File: config.mk
export PLATFORM = sky130hd
export DESIGN_NAME = dual_port_master_reset_flags
export DESIGN_NICKNAME = d
export VERILOG_FILES = /design/src/design/dpr_pkg.sv /design/src/design/port_if.sv /design/src/design/port_counter.sv /design/src/design/dual_port_master_reset_flags.sv
export SDC_FILE = /design/constraint.sdc
export NUM_CORES = 1
export LEC_CHECK = 0
export BUFFER_PORTS_ARGS = -buffer_cell sky130_fd_sc_hd__clkbuf_2
export CAP_MARGIN = 10
export CORE_MARGIN = 8
export CORE_UTILIZATION = 35
export CTS_CLUSTER_DIAMETER = 40
export CTS_CLUSTER_SIZE = 12
export DETAILED_ROUTE_END_ITERATION = 10
export PLACE_DENSITY = 0.61
export SETUP_SLACK_MARGIN = 0.2
export SLEW_MARGIN = 20
export SYNTH_ARGS = -nofsm -noshare
export SYNTH_HDL_FRONTEND = slang
export SYNTH_SLANG_ARGS = --single-unit
File: constraint.sdc
create_clock -name pclk -period 16.9 [get_ports pclk]
set_input_delay 1.69 -clock pclk [delete_from_list [all_inputs] [get_ports pclk]]
set_output_delay 1.69 -clock pclk [all_outputs]
set_load 0.03 [all_outputs]
File: src/design/dpr_pkg.sv
package dpr_pkg;
   // port geometry
   localparam int ADDR_W = 18;
   localparam int DATA_W = 36;
   localparam int BE_W   = 4;
   localparam int NPORT  = 2;

   // apb map, byte addresses
   localparam int          PADDR_W      = 12;
   localparam logic [11:0] OFS_CTRL     = 12'h000;
   localparam logic [11:0] OFS_STATUS   = 12'h004;
   localparam logic [11:0] OFS_IRQ_STAT = 12'h008;
   localparam logic [11:0] OFS_IRQ_MASK = 12'h00c;
   localparam logic [11:0] OFS_CNT_L    = 12'h010;
   localparam logic [11:0] OFS_CNT_R    = 12'h014;

   // field positions
   localparam int CTRL_SOFT_RST  = 0;
   localparam int IRQ_W          = 4;
   localparam int IRQ_MBOX_BASE  = 0;
   localparam int IRQ_WRAP_BASE  = 2;
   localparam int STAT_MBOX_BASE = 0;
   localparam int STAT_WRAP_BASE = 2;

   // values after reset
   localparam logic [3:0]  IRQ_MASK_RST = 4'h0;
   localparam logic        FLAG_IDLE_N  = 1'b1;
endpackage : dpr_pkg

File: src/design/port_if.sv
`timescale 1ns/1ns
`default_nettype none
// counter controls in, counter state out, one per port
interface port_if #(parameter int AW = 18);
   logic          ads_n;
   logic          counter_advance_enable_n_n;
   logic          cntrst_n;
   logic          cnt_sel;
   logic [AW-1:0] addr;
   logic [AW-1:0] cnt;
   logic          wrap_n;
   logic          wrap_evt;

   modport dev (input ads_n, counter_advance_enable_n_n, cntrst_n, cnt_sel, addr, output cnt, wrap_n, wrap_evt);
   modport ctl (output ads_n, counter_advance_enable_n_n, cntrst_n, cnt_sel, addr, input cnt, wrap_n, wrap_evt);
endinterface : port_if
`default_nettype wire

File: src/design/port_counter.sv
`timescale 1ns/1ns
`default_nettype none
module port_counter
   import dpr_pkg::*;
#(
   parameter int AW = ADDR_W
) (
   // clock and reset
   input  wire logic pclk,
   input  wire logic dev_rst_n,
   input  wire logic soft_clr,
   // counter controls and state
   port_if.dev       pi
);
   typedef struct packed {
      logic [AW-1:0] cnt;
      logic [AW-1:0] mask;
      logic          wrap_n;
      logic          wrap_evt;
   } cnt_state_s;

   cnt_state_s st_ff;
   cnt_state_s nxt_st;
   logic [AW-1:0] inc;

   // counter, mask and wrap flag next state
   always_comb begin
      nxt_st          = st_ff;
      nxt_st.wrap_evt = 1'b0;
      inc             = ((st_ff.cnt | ~st_ff.mask) + AW'(1)) & st_ff.mask | (st_ff.cnt & ~st_ff.mask);
      if (soft_clr) begin
         nxt_st.cnt    = '0;
         nxt_st.mask   = '1;
         nxt_st.wrap_n = FLAG_IDLE_N;
      end else if (pi.cnt_sel) begin
         if (!pi.cntrst_n) begin
            // clear only the unmasked bits
            nxt_st.cnt    = st_ff.cnt & ~st_ff.mask;
            nxt_st.wrap_n = FLAG_IDLE_N;
         end else if (!pi.ads_n && !pi.counter_advance_enable_n_n) begin
            nxt_st.cnt    = pi.addr;
            nxt_st.wrap_n = FLAG_IDLE_N;
         end else if (pi.ads_n && !pi.counter_advance_enable_n_n) begin
            nxt_st.cnt      = inc;
            nxt_st.wrap_n   = ((inc & st_ff.mask) != st_ff.mask);
            nxt_st.wrap_evt = ((inc & st_ff.mask) == st_ff.mask);
         end
      end else begin
         // mask operations
         if (!pi.cntrst_n) begin
            nxt_st.mask = '0;
         end else if (!pi.ads_n && !pi.counter_advance_enable_n_n) begin
            nxt_st.mask = pi.addr;
         end
      end
   end

   // state register, cleared by master reset at any time
   always_ff @(posedge pclk or negedge dev_rst_n) begin
      if (!dev_rst_n) begin
         st_ff <= '{cnt: '0, mask: '1, wrap_n: 1'b1, wrap_evt: 1'b0};
      end else begin
         st_ff <= nxt_st;
      end
   end

   // state out to the top
   assign pi.cnt      = st_ff.cnt;
   assign pi.wrap_n   = st_ff.wrap_n;
   assign pi.wrap_evt = st_ff.wrap_evt;
endmodule : port_counter
`default_nettype wire

File: src/design/dual_port_master_reset_flags.sv
// Overview of operation
// - master reset low resets all internal state
// - reset is asynchronous and hits both ports
// - reset zeroes counters, sets masks all ones
// - reset drives mailbox and wrap flags high
// - wrap flag low after an increment makes unmasked bits all ones
// - flow-through select picks flow-through or pipelined
// - enable without load strobe advances counter
// - mailbox flag set by peer write, owner read clears
`timescale 1ns/1ns
`default_nettype none
module dual_port_master_reset_flags
   import dpr_pkg::*;
#(
   parameter int AW = ADDR_W,
   parameter int DW = DATA_W
) (
   // clock and resets
   input  wire logic                            pclk,
   input  wire logic                            presetn,
   input  wire logic                            master_reset_n,
   // apb slave
   input  wire logic                            psel,
   input  wire logic                            penable,
   input  wire logic                            pwrite,
   input  wire logic [PADDR_W-1:0]              paddr,
   input  wire logic [31:0]                     pwdata,
   output logic      [31:0]                     prdata,
   output logic                                 pready,
   output logic                                 pslverr,
   output logic                                 irq,
   // memory ports, index 0 left, 1 right
   input  wire logic [NPORT-1:0]                address_load_strobe_n,
   input  wire logic [NPORT-1:0]                counter_advance_enable_n,
   input  wire logic [NPORT-1:0]                counter_reset_n,
   input  wire logic [NPORT-1:0]                counter_mask_select,
   input  wire logic [NPORT-1:0][AW-1:0]        port_addr,
   input  wire logic [NPORT-1:0]                chip_enable_n,
   input  wire logic [NPORT-1:0]                read_write_n,
   input  wire logic [NPORT-1:0][BE_W-1:0]      byte_enable_n,
   input  wire logic [NPORT-1:0][DW-1:0]        write_data,
   input  wire logic [NPORT-1:0]                flow_through_select,
   // port outputs
   output logic      [NPORT-1:0][DW-1:0]        read_data,
   output logic      [NPORT-1:0]                mailbox_flag_n,
   output logic      [NPORT-1:0]                counter_wrap_flag_n
);
   typedef struct packed {
      logic [NPORT-1:0][DW-1:0] mbox;
      logic [NPORT-1:0]         mflag_n;
      logic [NPORT-1:0][DW-1:0] rd_stage;
      logic [NPORT-1:0][DW-1:0] rd_out;
      logic [IRQ_W-1:0]         irq_stat;
      logic [IRQ_W-1:0]         irq_mask;
      logic                     soft_clr;
      logic [31:0]              prdata;
      logic                     pready;
      logic                     pslverr;
      logic                     irq;
   } top_state_s;

   top_state_s             st_ff;
   top_state_s             nxt_st;
   logic                   dev_rst_n;
   // counter state and wrap events from the port counters
   logic [NPORT-1:0][AW-1:0] cnt_w;
   logic [NPORT-1:0]       wrap_n_w;
   logic [NPORT-1:0]       wrap_evt_w;

   // mailbox of owner sits at the top two addresses
   function automatic logic is_mbox(input logic [AW-1:0] a, input int owner);
      return a == {{(AW-1){1'b1}}, owner[0]};
   endfunction

   // mapped apb offset
   function automatic logic reg_hit(input logic [PADDR_W-1:0] a);
      return (a == OFS_CTRL) || (a == OFS_STATUS) || (a == OFS_IRQ_STAT) ||
             (a == OFS_IRQ_MASK) || (a == OFS_CNT_L) || (a == OFS_CNT_R);
   endfunction

   // either reset source clears everything, no clock needed
   // one clear net, so both ports leave reset together
   assign dev_rst_n = presetn & master_reset_n;

   // one counter per port
   // clock, combined reset and soft clear are shared between the two counters
   for (genvar g = 0; g < NPORT; g++) begin : g_port
      port_if #(.AW(AW)) pif ();
      assign pif.ads_n    = address_load_strobe_n[g];
      assign pif.counter_advance_enable_n_n  = counter_advance_enable_n[g];
      assign pif.cntrst_n = counter_reset_n[g];
      assign pif.cnt_sel  = counter_mask_select[g];
      assign pif.addr     = port_addr[g];
      assign cnt_w[g]      = pif.cnt;
      assign wrap_n_w[g]   = pif.wrap_n;
      assign wrap_evt_w[g] = pif.wrap_evt;
      port_counter #(.AW(AW)) u_cnt (
         .pclk      (pclk),
         .dev_rst_n (dev_rst_n),
         .soft_clr  (st_ff.soft_clr),
         .pi        (pif.dev)
      );
   end

   // mailbox, read path, interrupts and apb
   always_comb begin
      logic [NPORT-1:0][AW-1:0] eff;
      logic [NPORT-1:0][DW-1:0] src;
      logic [NPORT-1:0]         acc;
      logic [IRQ_W-1:0]         evt;
      logic [IRQ_W-1:0]         w1c;
      logic                     setup;
      logic                     wr_done;
      nxt_st          = st_ff;
      eff             = '0;
      src             = '0;
      acc             = '0;
      evt             = '0;
      w1c             = '0;
      setup           = psel & ~penable;
      wr_done         = psel & penable & st_ff.pready & pwrite;
      nxt_st.soft_clr = 1'b0;

      // address and access decode per port
      for (int p = 0; p < NPORT; p++) begin
         eff[p] = address_load_strobe_n[p] ? cnt_w[p] : port_addr[p];
         acc[p] = ~chip_enable_n[p] & ~(&byte_enable_n[p]);
         src[p] = is_mbox(eff[p], 0) ? st_ff.mbox[0] : (is_mbox(eff[p], 1) ? st_ff.mbox[1] : '0);
      end

      // flags forced idle by software clear, before any set
      if (st_ff.soft_clr) begin
         nxt_st.mflag_n = '1;
      end

      // owner read clears its flag first
      for (int p = 0; p < NPORT; p++) begin
         if (acc[p] && read_write_n[p] && is_mbox(eff[p], p)) begin
            nxt_st.mflag_n[p] = 1'b1;
         end
      end

      // peer write sets, winning over a clear
      for (int p = 0; p < NPORT; p++) begin
         for (int q = 0; q < NPORT; q++) begin
            if (acc[p] && !read_write_n[p] && is_mbox(eff[p], q)) begin
               nxt_st.mbox[q] = write_data[p];
               if (q != p) begin
                  nxt_st.mflag_n[q]      = 1'b0;
                  evt[IRQ_MBOX_BASE + q] = 1'b1;
               end
            end
         end
         evt[IRQ_WRAP_BASE + p] = wrap_evt_w[p];
      end

      // read data, one edge flow-through or two pipelined
      for (int p = 0; p < NPORT; p++) begin
         if (acc[p] && read_write_n[p]) begin
            nxt_st.rd_stage[p] = src[p];
         end
         nxt_st.rd_out[p] = flow_through_select[p] ? nxt_st.rd_stage[p] : st_ff.rd_stage[p];
      end

      // apb writes at the completing edge
      if (wr_done) begin
         if (paddr == OFS_CTRL) begin
            nxt_st.soft_clr = pwdata[CTRL_SOFT_RST];
         end else if (paddr == OFS_IRQ_STAT) begin
            w1c = pwdata[IRQ_W-1:0];
         end else if (paddr == OFS_IRQ_MASK) begin
            nxt_st.irq_mask = pwdata[IRQ_W-1:0];
         end
      end

      // sticky interrupt status, events win over a clear
      nxt_st.irq_stat = (st_ff.irq_stat & ~w1c) | evt;
      nxt_st.irq      = |(nxt_st.irq_stat & nxt_st.irq_mask);

      // apb answer prepared in the setup cycle
      nxt_st.pready  = setup;
      nxt_st.pslverr = setup & ~reg_hit(paddr);
      nxt_st.prdata  = '0;
      if (setup && !pwrite) begin
         if (paddr == OFS_STATUS) begin
            nxt_st.prdata[STAT_MBOX_BASE +: NPORT] = st_ff.mflag_n;
            nxt_st.prdata[STAT_WRAP_BASE +: NPORT] = wrap_n_w;
         end else if (paddr == OFS_IRQ_STAT) begin
            nxt_st.prdata[IRQ_W-1:0] = st_ff.irq_stat;
         end else if (paddr == OFS_IRQ_MASK) begin
            nxt_st.prdata[IRQ_W-1:0] = st_ff.irq_mask;
         end else if (paddr == OFS_CNT_L) begin
            nxt_st.prdata[AW-1:0] = cnt_w[0];
         end else if (paddr == OFS_CNT_R) begin
            nxt_st.prdata[AW-1:0] = cnt_w[1];
         end
      end
   end

   // state register
   // held reset keeps every flop at its idle value
   always_ff @(posedge pclk or negedge dev_rst_n) begin
      if (!dev_rst_n) begin
         st_ff          <= '0;
         st_ff.mflag_n  <= '1;
         st_ff.irq_mask <= IRQ_MASK_RST;
      end else begin
         st_ff <= nxt_st;
      end
   end

   // outputs straight from flops
   assign prdata              = st_ff.prdata;
   assign pready              = st_ff.pready;
   assign pslverr             = st_ff.pslverr;
   assign irq                 = st_ff.irq;
   assign read_data           = st_ff.rd_out;
   assign mailbox_flag_n      = st_ff.mflag_n;
   assign counter_wrap_flag_n = wrap_n_w;
endmodule : dual_port_master_reset_flags
`default_nettype wire

=== After elaboration in Yosys (flattened, before gate mapping) ===
Index checks and enable logic that the tools add are counted.

* Register bits after elaboration: 324
* Bits of input ports: 180
* Output and inout bits: 111
* Word-level logic and storage cells: 183

* Add/subtract/negate cells: 2
* Equality and inequality tests: 19
* Mux-type cells: 68
* Bitwise logic cells: 30
* Reduce and logical (&&, ||, !) cells: 41

{| class="wikitable"
|+ Operators by type and width
! cell !! count
|-
| $mux W36 || 12
|-
| $mux W18 || 19
|-
| $and A18 B18 Y18 || 6
|-
| $mux W37 || 2
|-
| $eq A18 B18 Y1 const B || 4
|-
| $or A18 B18 Y18 || 4
|-
| $mux W14 || 3
|-
| $add A18 B1 Y18 const B || 2
|-
| $eq A18 B18 Y1 || 2
|-
| $mux W4 || 9
|-
| $ne A18 B18 Y1 || 2
|-
| $not A18 Y18 || 2
|-
| $eq A12 B4 Y1 const B || 2
|-
| $eq A12 B5 Y1 const B || 2
|-
| $mux W1 || 17
|-
| $logic_and A1 B1 Y1 || 15
|-
| $eq A12 B3 Y1 const B || 1
|-
| $logic_not A12 Y1 || 1
|-
| $mux W2 || 5
|-
| $and A1 B1 Y1 || 8
|-
| $and A4 B4 Y4 || 2
|-
| $ne A4 B1 Y1 const B || 2
|-
| $reduce_and A2 Y1 || 4
|-
| $reduce_and A4 Y1 || 2
|-
| 11 further kinds || 32
|}

=== Logic depth before layout (Yosys ltp) ===
* Depth after elaboration: 12
* Depth in mapped cells: 11

=== Cells and area by module ===
From an unflattened synthesis, not the netlist that was laid out.

* Cell total of the unflattened synthesis: 1772
* Area, all modules: 17523.1 sq um

{| class="wikitable"
|+ By module, submodules not included
! module !! instances !! cells each !! area an instance (sq um)
|-
| dual_port_master_reset_flags || 1 || 1130 || 11907.7
|-
| port_counter || 2 || 321 || 2807.7
|}

=== Worst setup path before layout ===
No wires, ideal clock.

* Kind: input-to-reg
* From: in paddr[10]
* To: reg st_ff, in the netlist prdata[10]
* Setup time: 0.132 ns
* Data arrival time: 3.443 ns
* Data required time: 16.768 ns
* Slack: 13.325 ns
* Stages: 8
* Path buffers: 2
* Path through: nor4_1 -> nand3_1 -> nor3b_1 -> nor2b_1 -> buf_2 -> buf_2 -> mux2i_1 -> nor2_1

{| class="wikitable"
|+ RTL lines
! what !! RTL line !! text
|-
| from (decl) || dual_port_master_reset_flags.sv:26 || <nowiki>input wire logic [PADDR_W-1:0] paddr,</nowiki>
|-
| to (signal assigned) || dual_port_master_reset_flags.sv:208 || <nowiki>st_ff <= nxt_st;</nowiki>
|-
| to (decl) || dual_port_master_reset_flags.sv:62 || <nowiki>top_state_s st_ff;</nowiki>
|}

==> flow_metrics.tcl <==
set metrics [dict create \
    grt_antenna_before_repair 4 \
    ys.warnings.count 0 \
    cts_root_buf "clkbuf_16" \
    synth.area.top_cells "dfrtp_1, mux2i_1, dfstp_2, a21oi_1, nor2_1" \
    ant_nets 0 \
    port_buffers 248 \
    met1_usage_pct 23.98 \
    drive_gt1_share_pct 22.58 \
    cts.htree.levels 2 \
    avgSynthCellArea_um2 9.403 \
    ir_drop_mv 0.06011 \
    fin_nets 2110 \
    row_count 80 \
    grt_pass1_vias 14240 \
    core_area_um2 47750 \
    fin_tns_setup_ns 0 \
    cts_setup_buffers 0 \
    switchingPower_uw 681.6 \
    grt_use_met2_pct 30.76 \
    die-area_um2 55650 \
    die_h_um 235.9 \
    first_pass_iters 7 \
    p_int_mw 1.723 \
    swShare_pct 28.34 \
    hold_viol 0 \
    met3_usage_pct 5.083 \
    clk_latency_ns 0.60 \
    leakage_nw 8.851 \
    synth_largest_area_cell "dfrtp_1" \
    drv_slew 0 \
    ctsResizeCount 0 \
    combPwrFrac_pct 13.2 \
    synth_seq_cells 324 \
    netlist_area_um2 16930 \
    seqPwrFrac_pct 37.3 \
    synth-edff-count 0 \
    cts_buffers 57 \
    tightest_slew_ns 1.040 \
    vias_per_cell 5.390 \
    synthTopCellsByCount "dfrtp_1, nor2_1, a21oi_1" \
    area_delta_synth_final_pct 18.23 \
    die_x_um 235.9 \
    start_util_pct 35.45 \
    rrSetupSlack_ns 13.50 \
    place_hpwl_um 35510 \
    cp-end-kind "register" \
    p_per_area_nw_per_um2 120.2 \
    cp.required_ns 17.41 \
    crit_type "primary input to register" \
    grt.overflow.total 0 \
    status "finished, final reports clean" \
    min_path_type "register to register" \
    syn_inst 1800 \
    fin_crit_ns 4.181 \
    cts_buffer_depth 3 \
    cts_tree "yes" \
    cts_hold_buf 0 \
    stdcell_count 2588 \
    drc 0 \
    synth_top_area_share_pct 41.99 \
    relSlewSlack_pct 30.67 \
    ys.flop_type "dfrtp_1" \
    cap_violations 0 \
    min_period_over_period_pct 24.74 \
    placed_area_um2 17970 \
    dr_total_vias 13950 \
    io_pins 291 \
    r2r_cells 10 \
    clk_pin_slew_worst_paths_ns 0.05 \
    first_iter_violations 948 \
    fin_area_um2 20010 \
    max_freq_mhz 239.2 \
    grt_setup_unrepaired "false" \
    drt_wl_total_um 53120 \
    place.gp.congestion 0.9136 \
    top_usage_layer "met2" \
    setup_violations 0 \
    synth-async-reset-ratio_pct 100.0 \
    ys_seq_area_share_pct 48.20 \
    fin_worst_skew_ns 0.02390 \
    gr-usage-all-layers_pct 18.68 \
    cp_max_fo 74 \
    startpoint_type "primary input" \
    synth_most_common_cell "dfrtp_1" \
    clockPowerShare_pct 49.5 \
    clkSinkCount 324 \
    wl_per_cell_um 20.53 \
    grt_pass1_wl_um 83410 \
    whs_path_depth 1 \
    p_total_mw 2.405 \
    dp_cells 2477 \
    ys_types 69 \
    arrival_ns 4.69 \
    grt_start_max_net_pins 78 \
]
==> final cells by class <==
cell class	count	area [µm²]
multi-input cells	1254	7581
clock inverters	32	424.2
flip-flops and latches	324	8158
repair buffers	271	1434
diodes	2	5.005
inverters	14	52.55
fillers	4681	27730
well taps	615	769.5
clock buffers	76	1588
==> logic make-up (layout without fill, tap and decap cells) <==
group	after synthesis	after routing	synth area share, %
AOI/OAI and AO/OA	480	480	18.07
xor gates and xnor gates	31	31	1.604
adders and majority gates	8	8	0.5914
buffers and inverters	235	393	7.717
DFF	324	324	48.20
muxes	132	132	7.850
other	1	16	0.02215
and+or+nand+nor	589	589	15.94
==> power by group through the flow <==
stage	registers (mW)	clock network, mW	logic (mW)
2_1_floorplan	0.884	0	0.241
3_3_place_gp	0.907	0	0.310
3_5_place_dp	0.909	0	0.315
4_1_cts	0.897	1.22	0.317
5_1_grt	0.903	1.25	0.351
6_report	0.897	1.19	0.316
==> state kept, by name, summed over array words and instances (netlist names), 2 cells and up <==
name,cells
g_port.u_cnt.pi.cnt,36
g_port.u_cnt.pi.wrap_evt,2
g_port.u_cnt.pi.wrap_n,2
g_port.u_cnt.st_ff,36
mailbox_flag_n,2
prdata,18
read_data,72
st_ff,153
==> final timing paths <==
path | startpoint | endpoint
max | address_load_strobe_n[1] | irq$_DFF_PN0_
min in group asynchronous | master_reset_n | g_port[1].u_cnt.pi.cnt[5]$_DFFE_PN0P_
max reg2reg | g_port[1].u_cnt.pi.cnt[0]$_DFFE_PN0P_ | g_port[1].u_cnt.pi.wrap_evt$_DFF_PN0_
min | g_port[0].u_cnt.pi.wrap_evt$_DFF_PN0_ | st_ff[42]$_DFF_PN0_
min reg2reg | g_port[0].u_cnt.pi.wrap_evt$_DFF_PN0_ | st_ff[42]$_DFF_PN0_
max in group asynchronous | presetn | read_data[65]$_DFF_PN0_
==> through the flow <==
stage | hold WS, ns | util [%] | setup slack (ns)
finish | 0.4609 | 41.91 | 12.72
global route | 0.4845 | 41.90 | 12.34
CTS | 0.4705 | 41.84 | 12.46
detailed placement | 0.4619 | 37.63 | 11.82
global placement | 0.4567 | 37.63 | 11.89
floorplan | 0.4234 | - | 4.754
==> cells in the final DEF, fill, tap and decap left out, drive strengths merged, types with 5 or more instances in the layout <==
master / count
a211oi: 5
a21oi: 203
a221o: 22
a221oi: 5
a22o: 12
a22oi: 50
a41oi: 6
and2: 9
and3: 12
buf: 23
bufinv: 7
clkbuf: 324
clkinv: 13
clkinvlp: 5
conb: 14
dfrtp: 284
dfstp: 40
ha: 8
inv: 21
mux2: 6
mux2i: 126
nand2: 186
nand2b: 24
nand3: 16
nand4: 25
nor2: 228
nor2b: 25
nor3: 21
nor3b: 7
nor4: 11
o21ai: 58
o22ai: 7
o31ai: 82
or3: 6
xnor2: 16
xor2: 15
==> per-layer routing <==
metal,share of wire [%],routed length [µm]
met3,7.6,4034
met5,0.051,27
met2,47,25010
met1,43,23010
met4,1.9,1035
==> critical path, cell delays in order <==
cell and delay (ns):
clkbuf_2 0.24, nor4_1 0.44, a41oi_1 0.16, nor3_1 0.68, nand3_4 0.91, a21bo_2 0.49, nand3_1 0.08
(Power assumes the default switching activity.)
